File: config.mk
export PLATFORM = sky130hd
export DESIGN_NAME = sar_adc_control
export DESIGN_NICKNAME = d
export VERILOG_FILES = /design/src/inc/sar_adc_pkg.sv /design/src/rtl/sar_adc_control.sv
export SDC_FILE = /design/constraint.sdc
export NUM_CORES = 1
export LEC_CHECK = 0
export BUFFER_PORTS_ARGS = -buffer_cell sky130_fd_sc_hd__buf_4
export CAP_MARGIN = 25
export CORE_ASPECT_RATIO = 1.4
export CORE_MARGIN = 1.5
export CORE_UTILIZATION = 52
export CTS_CLUSTER_SIZE = 40
export DETAILED_ROUTE_END_ITERATION = 8
export GPL_ROUTABILITY_DRIVEN = 0
export GPL_TIMING_DRIVEN = 0
export PLACE_DENSITY = 0.9
export SLEW_MARGIN = 20
export SYNTH_ARGS = -nofsm -noshare
export SYNTH_HDL_FRONTEND = slang
export SYNTH_SLANG_ARGS = --single-unit
File: constraint.sdc
create_clock -name CLOCK -period 3.78 [get_ports CLOCK]
set_input_delay 0.756 -clock CLOCK [delete_from_list [all_inputs] [get_ports CLOCK]]
set_output_delay 0.756 -clock CLOCK [all_outputs]
set_load 0.01 [all_outputs]
File: src/inc/sar_adc_pkg.sv
package sar_adc_pkg;

  // ---------------------------------------------------------------
  // Register map (byte addresses, one word each)
  // ---------------------------------------------------------------
  localparam logic [7:0] OFF_PIN_SEL = 8'h00;
  localparam logic [7:0] OFF_CONTROL = 8'h04;
  localparam logic [7:0] OFF_RES_HI = 8'h08;
  localparam logic [7:0] OFF_RES_LO = 8'h0C;
  localparam logic [7:0] OFF_IRQ_CTL = 8'h10;
  localparam logic [7:0] OFF_CPU_OP = 8'h14;

  // ---------------------------------------------------------------
  // Field positions and reset values
  // ---------------------------------------------------------------
  localparam int PIN_COUNT = 6;
  localparam int RES_W = 10;
  localparam int CTL_REF = 7;
  localparam int CTL_RATE_HI = 6;
  localparam int CTL_RATE_LO = 5;
  localparam int CTL_RUN = 4;
  localparam int CTL_PWR = 3;
  localparam int CTL_CH_HI = 2;
  localparam int IRQ_FLAG = 0;
  localparam int IRQ_IE = 1;
  localparam int IRQ_WE = 2;
  localparam int IRQ_GIE = 3;
  localparam int OP_ENABLE = 0;
  localparam int OP_DISABLE = 1;
  localparam int OP_RETURN = 2;
  localparam logic [7:0] PIN_SEL_RST = 8'h00;
  localparam logic [7:0] CONTROL_RST = 8'h00;
  localparam logic [2:0] CH_LAST = 3'h5;

  // ---------------------------------------------------------------
  // Conversion timing and interrupt entry
  // ---------------------------------------------------------------
  localparam logic [3:0] BIT_PERIODS_LAST = 4'hF;
  localparam logic [3:0] FIRST_RESOLVE = 4'h6;
  localparam logic [1:0] RATE_DIV4 = 2'h0;
  localparam logic [1:0] RATE_DIV1 = 2'h1;
  localparam logic [1:0] RATE_DIV16 = 2'h2;
  localparam logic [1:0] RATE_DIV2 = 2'h3;
  localparam logic [11:0] IRQ_VECTOR_ADDR = 12'h030;
  localparam logic [2:0] IRQ_PRIO_LEVEL = 3'h6;

  typedef enum logic [1:0] {
    ST_IDLE = 2'b01,
    ST_CONV = 2'b10
  } conv_state_e;

  typedef struct packed {
    logic valid;
    logic write;
    logic [7:0] addr;
  } addr_phase_s;

  typedef struct packed {
    logic ref_ext;
    logic [1:0] rate;
    logic power_on;
    logic [2:0] channel;
  } control_s;

endpackage

File: src/rtl/sar_adc_control.sv
`timescale 1ns/1ps
// Notes on behaviour
// Pin enable bit routes pin to analog
// Upper two pin bits read zero; reset zero
// Reference select: supply or external pin
// Rate field picks divide by 4,1,16,2
// One divided clock per bit, sixteen periods
// Writing run one starts conversion, stays set
// Writing run zero does nothing
// Power bit zero switches ladder off
// Channel codes zero to five select inputs
// Channel changes only while idle, flag low
// Completion loads result, clears run, sets flag
// Ten-bit successive approximation result
// Software waits acquisition time before starting
// Flag set regardless of enables
// Enabled flagged interrupt fetches vector 0030
// Service routine clears flag before return
// Return operation sets global enable again
// Software avoids port output during conversion
// Sleep completion wakes, else converter shuts off
// Run write during conversion is ignored
// Undefined channel connects no input
module sar_adc_control
  import sar_adc_pkg::*;
(
  input wire logic CLOCK,
  input wire logic RST,
  input wire logic HSEL,
  input wire logic [31:0] HADDR,
  input wire logic [1:0] HTRANS,
  input wire logic HWRITE,
  input wire logic [2:0] HSIZE,
  input wire logic [31:0] HWDATA,
  input wire logic HREADY,
  output logic [31:0] HRDATA,
  output logic HREADYOUT,
  output logic HRESP,
  input wire logic COMP_IN,
  input wire logic SLEEP,
  output logic [RES_W-1:0] DAC_CODE,
  output logic [PIN_COUNT-1:0] PIN_ANALOG,
  output logic [PIN_COUNT-1:0] SAMPLE_SEL,
  output logic REF_EXTERNAL,
  output logic LADDER_ON,
  output logic SAMPLE_HOLD,
  output logic IRQ_REQ,
  output logic [11:0] IRQ_VECTOR,
  output logic [2:0] IRQ_PRIORITY,
  output logic WAKE
);

  // ---------------------------------------------------------------
  // Functions
  // ---------------------------------------------------------------
  // Divider terminal count for a rate code
  function automatic logic [3:0] div_limit(input logic [1:0] rate);
    unique case (rate)
      RATE_DIV4: div_limit = 4'h3;
      RATE_DIV1: div_limit = 4'h0;
      RATE_DIV16: div_limit = 4'hF;
      RATE_DIV2: div_limit = 4'h1;
    endcase
  endfunction

  // One-hot input select, empty for undefined codes
  function automatic logic [PIN_COUNT-1:0] chan_onehot(
    input logic [2:0] ch);
    chan_onehot = '0;
    if (ch <= CH_LAST) begin
      chan_onehot[ch] = 1'b1;
    end
  endfunction

  // ---------------------------------------------------------------
  // State
  // ---------------------------------------------------------------
  addr_phase_s aph_q;
  logic rd_wait_q;
  logic [31:0] hrdata_q;
  logic [PIN_COUNT-1:0] pin_sel_q;
  control_s ctl_q;
  conv_state_e state_q;
  logic [3:0] div_q;
  logic [3:0] bitcnt_q;
  logic [RES_W-1:0] sar_q;
  logic [RES_W-1:0] result_q;
  logic flag_q;
  logic ie_q;
  logic we_q;
  logic gie_q;
  logic shut_q;
  logic wake_q;

  // ---------------------------------------------------------------
  // Bus decode
  // ---------------------------------------------------------------
  wire logic accept = HSEL & HTRANS[1] & HREADY;
  wire logic wr_act = aph_q.valid & aph_q.write;
  wire logic [7:0] wbyte = HWDATA[7:0];
  wire logic wr_pin = wr_act & (aph_q.addr == OFF_PIN_SEL);
  wire logic wr_ctl = wr_act & (aph_q.addr == OFF_CONTROL);
  wire logic wr_irq = wr_act & (aph_q.addr == OFF_IRQ_CTL);
  wire logic wr_op = wr_act & (aph_q.addr == OFF_CPU_OP);
  wire logic running = (state_q == ST_CONV);

  // Read mux; unmapped addresses read zero
  logic [7:0] rd_byte;
  always_comb begin
    unique case (aph_q.addr)
      OFF_PIN_SEL: rd_byte = {2'h0, pin_sel_q};
      OFF_CONTROL: rd_byte = {ctl_q.ref_ext, ctl_q.rate, running,
                              ctl_q.power_on, ctl_q.channel};
      OFF_RES_HI: rd_byte = {6'h00, result_q[9:8]};
      OFF_RES_LO: rd_byte = result_q[7:0];
      OFF_IRQ_CTL: rd_byte = {4'h0, gie_q, we_q, ie_q, flag_q};
      default: rd_byte = 8'h00;
    endcase
  end

  // Address phase capture
  always_ff @(posedge CLOCK) begin
    if (RST) begin
      aph_q <= '0;
    end else if (accept) begin
      aph_q <= '{valid: 1'b1, write: HWRITE, addr: HADDR[7:0]};
    end else if (HREADYOUT) begin
      aph_q <= '0;
    end
  end

  // One wait state on reads so prior writes are visible
  always_ff @(posedge CLOCK) begin
    if (RST) begin
      rd_wait_q <= 1'b0;
      hrdata_q <= 32'h0000_0000;
    end else begin
      rd_wait_q <= accept & ~HWRITE;
      if (rd_wait_q) begin
        hrdata_q <= {24'h00_0000, rd_byte};
      end
    end
  end

  assign HRDATA = hrdata_q;
  assign HREADYOUT = ~rd_wait_q;
  assign HRESP = 1'b0;

  // ---------------------------------------------------------------
  // Configuration registers
  // ---------------------------------------------------------------
  wire logic ch_locked = running | flag_q;
  always_ff @(posedge CLOCK) begin
    if (RST) begin
      pin_sel_q <= PIN_SEL_RST[PIN_COUNT-1:0];
      ctl_q <= '{ref_ext: CONTROL_RST[CTL_REF],
                 rate: CONTROL_RST[CTL_RATE_HI:CTL_RATE_LO],
                 power_on: CONTROL_RST[CTL_PWR],
                 channel: CONTROL_RST[CTL_CH_HI:0]};
    end else begin
      if (wr_pin) begin
        pin_sel_q <= wbyte[PIN_COUNT-1:0];
      end
      if (wr_ctl) begin
        ctl_q.ref_ext <= wbyte[CTL_REF];
        ctl_q.rate <= wbyte[CTL_RATE_HI:CTL_RATE_LO];
        ctl_q.power_on <= wbyte[CTL_PWR];
        if (!ch_locked) begin
          ctl_q.channel <= wbyte[CTL_CH_HI:0];
        end
      end
    end
  end

  // ---------------------------------------------------------------
  // Conversion sequencer
  // ---------------------------------------------------------------
  wire logic start = wr_ctl & wbyte[CTL_RUN] & ~running;
  wire logic tick = running & (div_q == div_limit(ctl_q.rate));
  wire logic resolving = running & (bitcnt_q >= FIRST_RESOLVE);
  wire logic [3:0] bit_idx = 4'(BIT_PERIODS_LAST - bitcnt_q);
  wire logic [RES_W-1:0] trial =
    resolving ? RES_W'(1 << bit_idx) : '0;
  wire logic done_evt = tick & (bitcnt_q == BIT_PERIODS_LAST);

  // Divider and bit period counter
  always_ff @(posedge CLOCK) begin
    if (RST) begin
      state_q <= ST_IDLE;
      div_q <= 4'h0;
      bitcnt_q <= 4'h0;
    end else begin
      unique case (state_q)
        ST_IDLE: begin
          div_q <= 4'h0;
          bitcnt_q <= 4'h0;
          if (start) begin
            state_q <= ST_CONV;
          end
        end
        ST_CONV: begin
          div_q <= tick ? 4'h0 : 4'(div_q + 4'h1);
          if (tick) begin
            bitcnt_q <= 4'(bitcnt_q + 4'h1);
          end
          if (done_evt) begin
            state_q <= ST_IDLE;
          end
        end
      endcase
    end
  end

  // Successive approximation, one bit per period
  always_ff @(posedge CLOCK) begin
    if (RST) begin
      sar_q <= '0;
      result_q <= '0;
    end else begin
      if (start) begin
        sar_q <= '0;
      end else if (tick && resolving && COMP_IN) begin
        sar_q <= sar_q | trial;
      end
      if (done_evt) begin
        result_q <= sar_q | (COMP_IN ? trial : '0);
      end
    end
  end

  // ---------------------------------------------------------------
  // Flag, interrupt enables and wake
  // ---------------------------------------------------------------
  always_ff @(posedge CLOCK) begin
    if (RST) begin
      flag_q <= 1'b0;
      ie_q <= 1'b0;
      we_q <= 1'b0;
      gie_q <= 1'b0;
      shut_q <= 1'b0;
      wake_q <= 1'b0;
    end else begin
      // Completion beats a clear in the same cycle
      if (done_evt) begin
        flag_q <= 1'b1;
      end else if (wr_irq && !wbyte[IRQ_FLAG]) begin
        flag_q <= 1'b0;
      end
      if (wr_irq) begin
        ie_q <= wbyte[IRQ_IE];
        we_q <= wbyte[IRQ_WE];
      end
      if (wr_op && (wbyte[OP_ENABLE] || wbyte[OP_RETURN])) begin
        gie_q <= 1'b1;
      end else if (wr_op && wbyte[OP_DISABLE]) begin
        gie_q <= 1'b0;
      end else if (wr_irq) begin
        gie_q <= wbyte[IRQ_GIE];
      end
      if (!SLEEP) begin
        shut_q <= 1'b0;
      end else if (done_evt && !we_q) begin
        shut_q <= 1'b1;
      end
      wake_q <= done_evt & SLEEP & we_q;
    end
  end

  // ---------------------------------------------------------------
  // Analog side controls
  // ---------------------------------------------------------------
  assign PIN_ANALOG = pin_sel_q;
  assign SAMPLE_SEL = chan_onehot(ctl_q.channel);
  assign REF_EXTERNAL = ctl_q.ref_ext;
  assign LADDER_ON = ctl_q.power_on & ~shut_q;
  assign SAMPLE_HOLD = running & ~resolving;
  assign DAC_CODE = sar_q | trial;
  assign IRQ_REQ = gie_q & ie_q & flag_q;
  assign IRQ_VECTOR = IRQ_VECTOR_ADDR;
  assign IRQ_PRIORITY = IRQ_PRIO_LEVEL;
  assign WAKE = wake_q;
endmodule // sar_adc_control

==> summary.md <==
| Metric | Value |
|---|---|
| Fmax | between 0.3 and 0.4 GHz |
| Post-synthesis compound-gate area fraction | 0.1779 |
| TritonCTS buffer count | 9 |
| Fin util | 0.6746 |
| Die width | around 73 µm |
| Adder-Cell Fraction of Synth Area | 0.02467 |
| Total number of vias | between 3000 and 4000 |
| Hold EP | shut_q$_SDFFE_PP0P_ |
| Setup Skew | 11.13 ps |
| Fin crit share | 0.6615 |
| Maximum VDD drop | 0.0002156 V |
| Commonest cells after routing, fill and taps aside | 98 x buf_4, 68 x dfxtp_1, 40 x conb_1 |
| Synthesized area per cell | just over 9 µm² |
| CTS tree | built |
| ANT nets after route | 0 |
| Routed wire per std cell | roughly 15 µm |
| Share of cells above drive strength 1 | 0.2644 |
| Final setup violation count | 0 |
| Drt drc | 0 |
| Slew Viols, Final | 0 |
| Top-level I/O count | 152 |
| Setup crit start kind | flop |
| CTS root buf | clkbuf_8 |
| Minimum clock period | about 2500 ps |
| Critical path endpoint category | output port |
| P&R area growth vs syn | 25.62% |
| Ant diodes | 0 |
| Vias per cell | ~5.4 |
| Clock sink total | 68 |
| Largest net degree at the start of global routing | 13 |
| Die area | between 0.007 and 0.008 mm² |
| Post-synthesis register bit count | between 60 and 70 |
| Synth async-reset ratio | 0 |
| Reg-to-reg startpoint | ctl_q[5]$_SDFFE_PP0P_ |
| Routed WL | 8.982 mm |
| Status | completed |
| Worst R2R Path Depth | 4 |
| Worst Tran Pin Value | roughly 740 ps |
| Post-synth EDFFs | 0 |
| # H-tree levels | 3 |
| Maximum fanout along the worst path | 9 |
| Worst hold path type | reg -> reg |
| Seq/Total Area, Yosys | 0.3834 |
| Worst EP arrival | approximately 1700 ps |
| Worst min-delay path startpoint | shut_q$_SDFFE_PP0P_ |
| Core box area | 0.006613 mm² |
| Worst slew margin | 0.5076 |
| Post_cts resized | 0 |
| Total Neg Setup Slack | 0 ps |
| Worst Setup Path Type | reg -> out |
| CP Data Required Time | between 3000 and 4000 ps |
| Die H | 100.8 µm |
| XOR/XNOR share of the synthesized area | 0.007400 |
| Initial antenna violation count | 0 |
| Total gr overflow | 0 |
| Minimum setup slack among reg-to-reg paths | ~1600 ps |
| Max cap viols | 0 |
| Initial detailed-routing violation count | 190 |
| Worst setup margin | between 1000 and 1500 ps |
| Post-CTS Setup Repair Bufs | 0 |
| Post-Synthesis Cells | 391 |
| Clk Latency, worst-skew pair | roughly 360 ps |
| Hold Path Stages | 1 |
| Simple-Gate Fraction of Synth Area | 0.2033 |
| Vias in the first global route | 3047 |
| Prevailing post-synth register cell | dfxtp_1 |
| Largest family of logic cells by synthesized area | simple AND/OR/NAND/NOR gates |
| Global-route wire length before repair | between 10 and 15 mm |
| Cts hold-fix bufs | 0 |
| Initial DRT Pass Iterations | 4 |
| Synth warnings | 0 |
| RR Endpoint | result_q[0]$_SDFFE_PP0P_ |
| Initial Util | 0.5370 |
| Clock transition at the registers of the reported paths | 70 ps |
| Synth cell types | around 50 |
| PortBufs | 58 |
| Gr usage total | 0.2518 |
| Leakage | ~1.9 nW |
| # nets final | about 580 |
| CTS max path bufs | 2 |
| HPWL after DPL | between 6 and 7 mm |
| Mux contribution to synthesized area | 0.08351 |
| Setup slack after placement | between 1000 and 1500 ps |
| Core Rows | 35 |
| Power Density | approximately 340 mW/mm² |
| RSZ-0062 raised after global routing | no |
| Hold Violations, Final | 0 |
| Post-Syn Area | 0.003551 mm² |
| Commonest non-fill, non-tap cell in the layout | buf_4 |
==> how the worst max path moves through the flow <==
stage                     cells past startpoint                startpoint                       to
after global placement                        4                       RST  state_q[1]$_SDFFE_PP0P_
after global routing                          5  bitcnt_q[2]$_SDFFE_PP0P_              DAC_CODE[9]
after detailed placement                      4                       RST  state_q[1]$_SDFFE_PP0P_
final                                         5  bitcnt_q[2]$_SDFFE_PP0P_              DAC_CODE[8]
after CTS                                     5  bitcnt_q[2]$_SDFFE_PP0P_              DAC_CODE[8]
after floorplan                               5     aph_q[0]$_SDFFE_PP0P_  state_q[0]$_SDFFE_PP1P_
==> layer usage <==
layer | track usage | up-vias | routed length, µm
met5 | 0 | - | 0
met4 | 0.1872 | 0 | 465
met3 | 0.04200 | 33 | 428
met2 | 0.4502 | 126 | 4662
met1 | 0.2563 | 1492 | 3425
li1 | - | 1533 | -
==> critical path, cell delays in order, from the launching register on <==
cell      delay, ps
dfxtp_1         350
clkbuf_1        330
nand2_1         170
nor3_1          240
a21o_1          180
buf_4           120
==> cell usage after synthesis (all sizes together), types with 2 or more instances <==
master  number  area share
a211oi      11       0.023
a21o         7       0.015
a21oi       16       0.024
a221oi       3      0.0074
a22o        14       0.035
a22oi        3      0.0063
a31o         3      0.0074
and3         3      0.0053
and3b        3      0.0074
buf         46       0.093
clkbuf      12       0.013
conb         2      0.0021
dfxtp       68        0.38
ha           7       0.025
inv         11       0.012
mux2         5       0.016
mux2i       24       0.068
nand2       24       0.025
nand2b      14       0.025
nand3       12       0.017
nand3b       6       0.013
nand4b       2      0.0049
nor2        24       0.025
nor2b        8       0.014
nor3        12       0.020
nor3b        3      0.0063
nor4         4       0.016
o21a        11       0.023
o21ai        8       0.011
o221a        2      0.0063
o22ai        4      0.0070
or2          2      0.0035
or3          3      0.0053
or4          3      0.0074
xnor2        2      0.0049
==> per-stage QoR <==
step / instances / total power, W / hold WS [ps] / instance area, µm²
after detailed placement: 579 / 0.0008476 / 457.3 / 4244
after CTS: 595 / 0.001497 / 475.8 / 4461
after global placement: 579 / 0.0008459 / 449.3 / 4244
after global routing: 595 / 0.001540 / 495.4 / 4461
after floorplan: 429 / 0.0008158 / 440.4 / 3694
final: 595 / 0.001499 / 472.7 / 4461
==> cell type report <==
| cell class | instances | area [µm²] |
|---|---|---|
| timing repair buffer | 58 | 435.4 |
| multi-input combinational | 292 | 1914 |
| sequential | 68 | 1361 |
| buffer | 58 | 376.6 |
| clock inverter | 6 | 88.84 |
| fill | 554 | 2152 |
| clock buffer | 10 | 127.6 |
| inverter | 11 | 41.29 |
| tap | 92 | 115.1 |
==> registers in the layout (all words and copies together) (netlist names) <==
name	flops
ctl_q	6
div_q	4
sar_q	10
REF_EXTERNAL	1
we_q	1
state_q	2
flag_q	1
HRDATA	8
shut_q	1
PIN_ANALOG	6
result_q	10
gie_q	1
rd_wait_q	1
WAKE	1
bitcnt_q	4
aph_q	10
ie_q	1
==> power breakdown <==
| part | leakage, nW | switching, W | internal [W] |
|---|---|---|---|
| clock network | 0.102 | 0.000293 | 0.000371 |
| registers | 0.548 | 0.00000280 | 0.000718 |
| logic | 1.22 | 0.0000573 | 0.0000554 |
| total | 1.87 | 0.000353 | 0.00115 |
==> logic make-up after synthesis <==
family	after synthesis
compound gates	86
mux	29
fa+ha+maj	7
buf+inv	69
simple gates	127
other cells	2
xor+xnor	3
flops	68
Power figures use the tool's default switching activity.
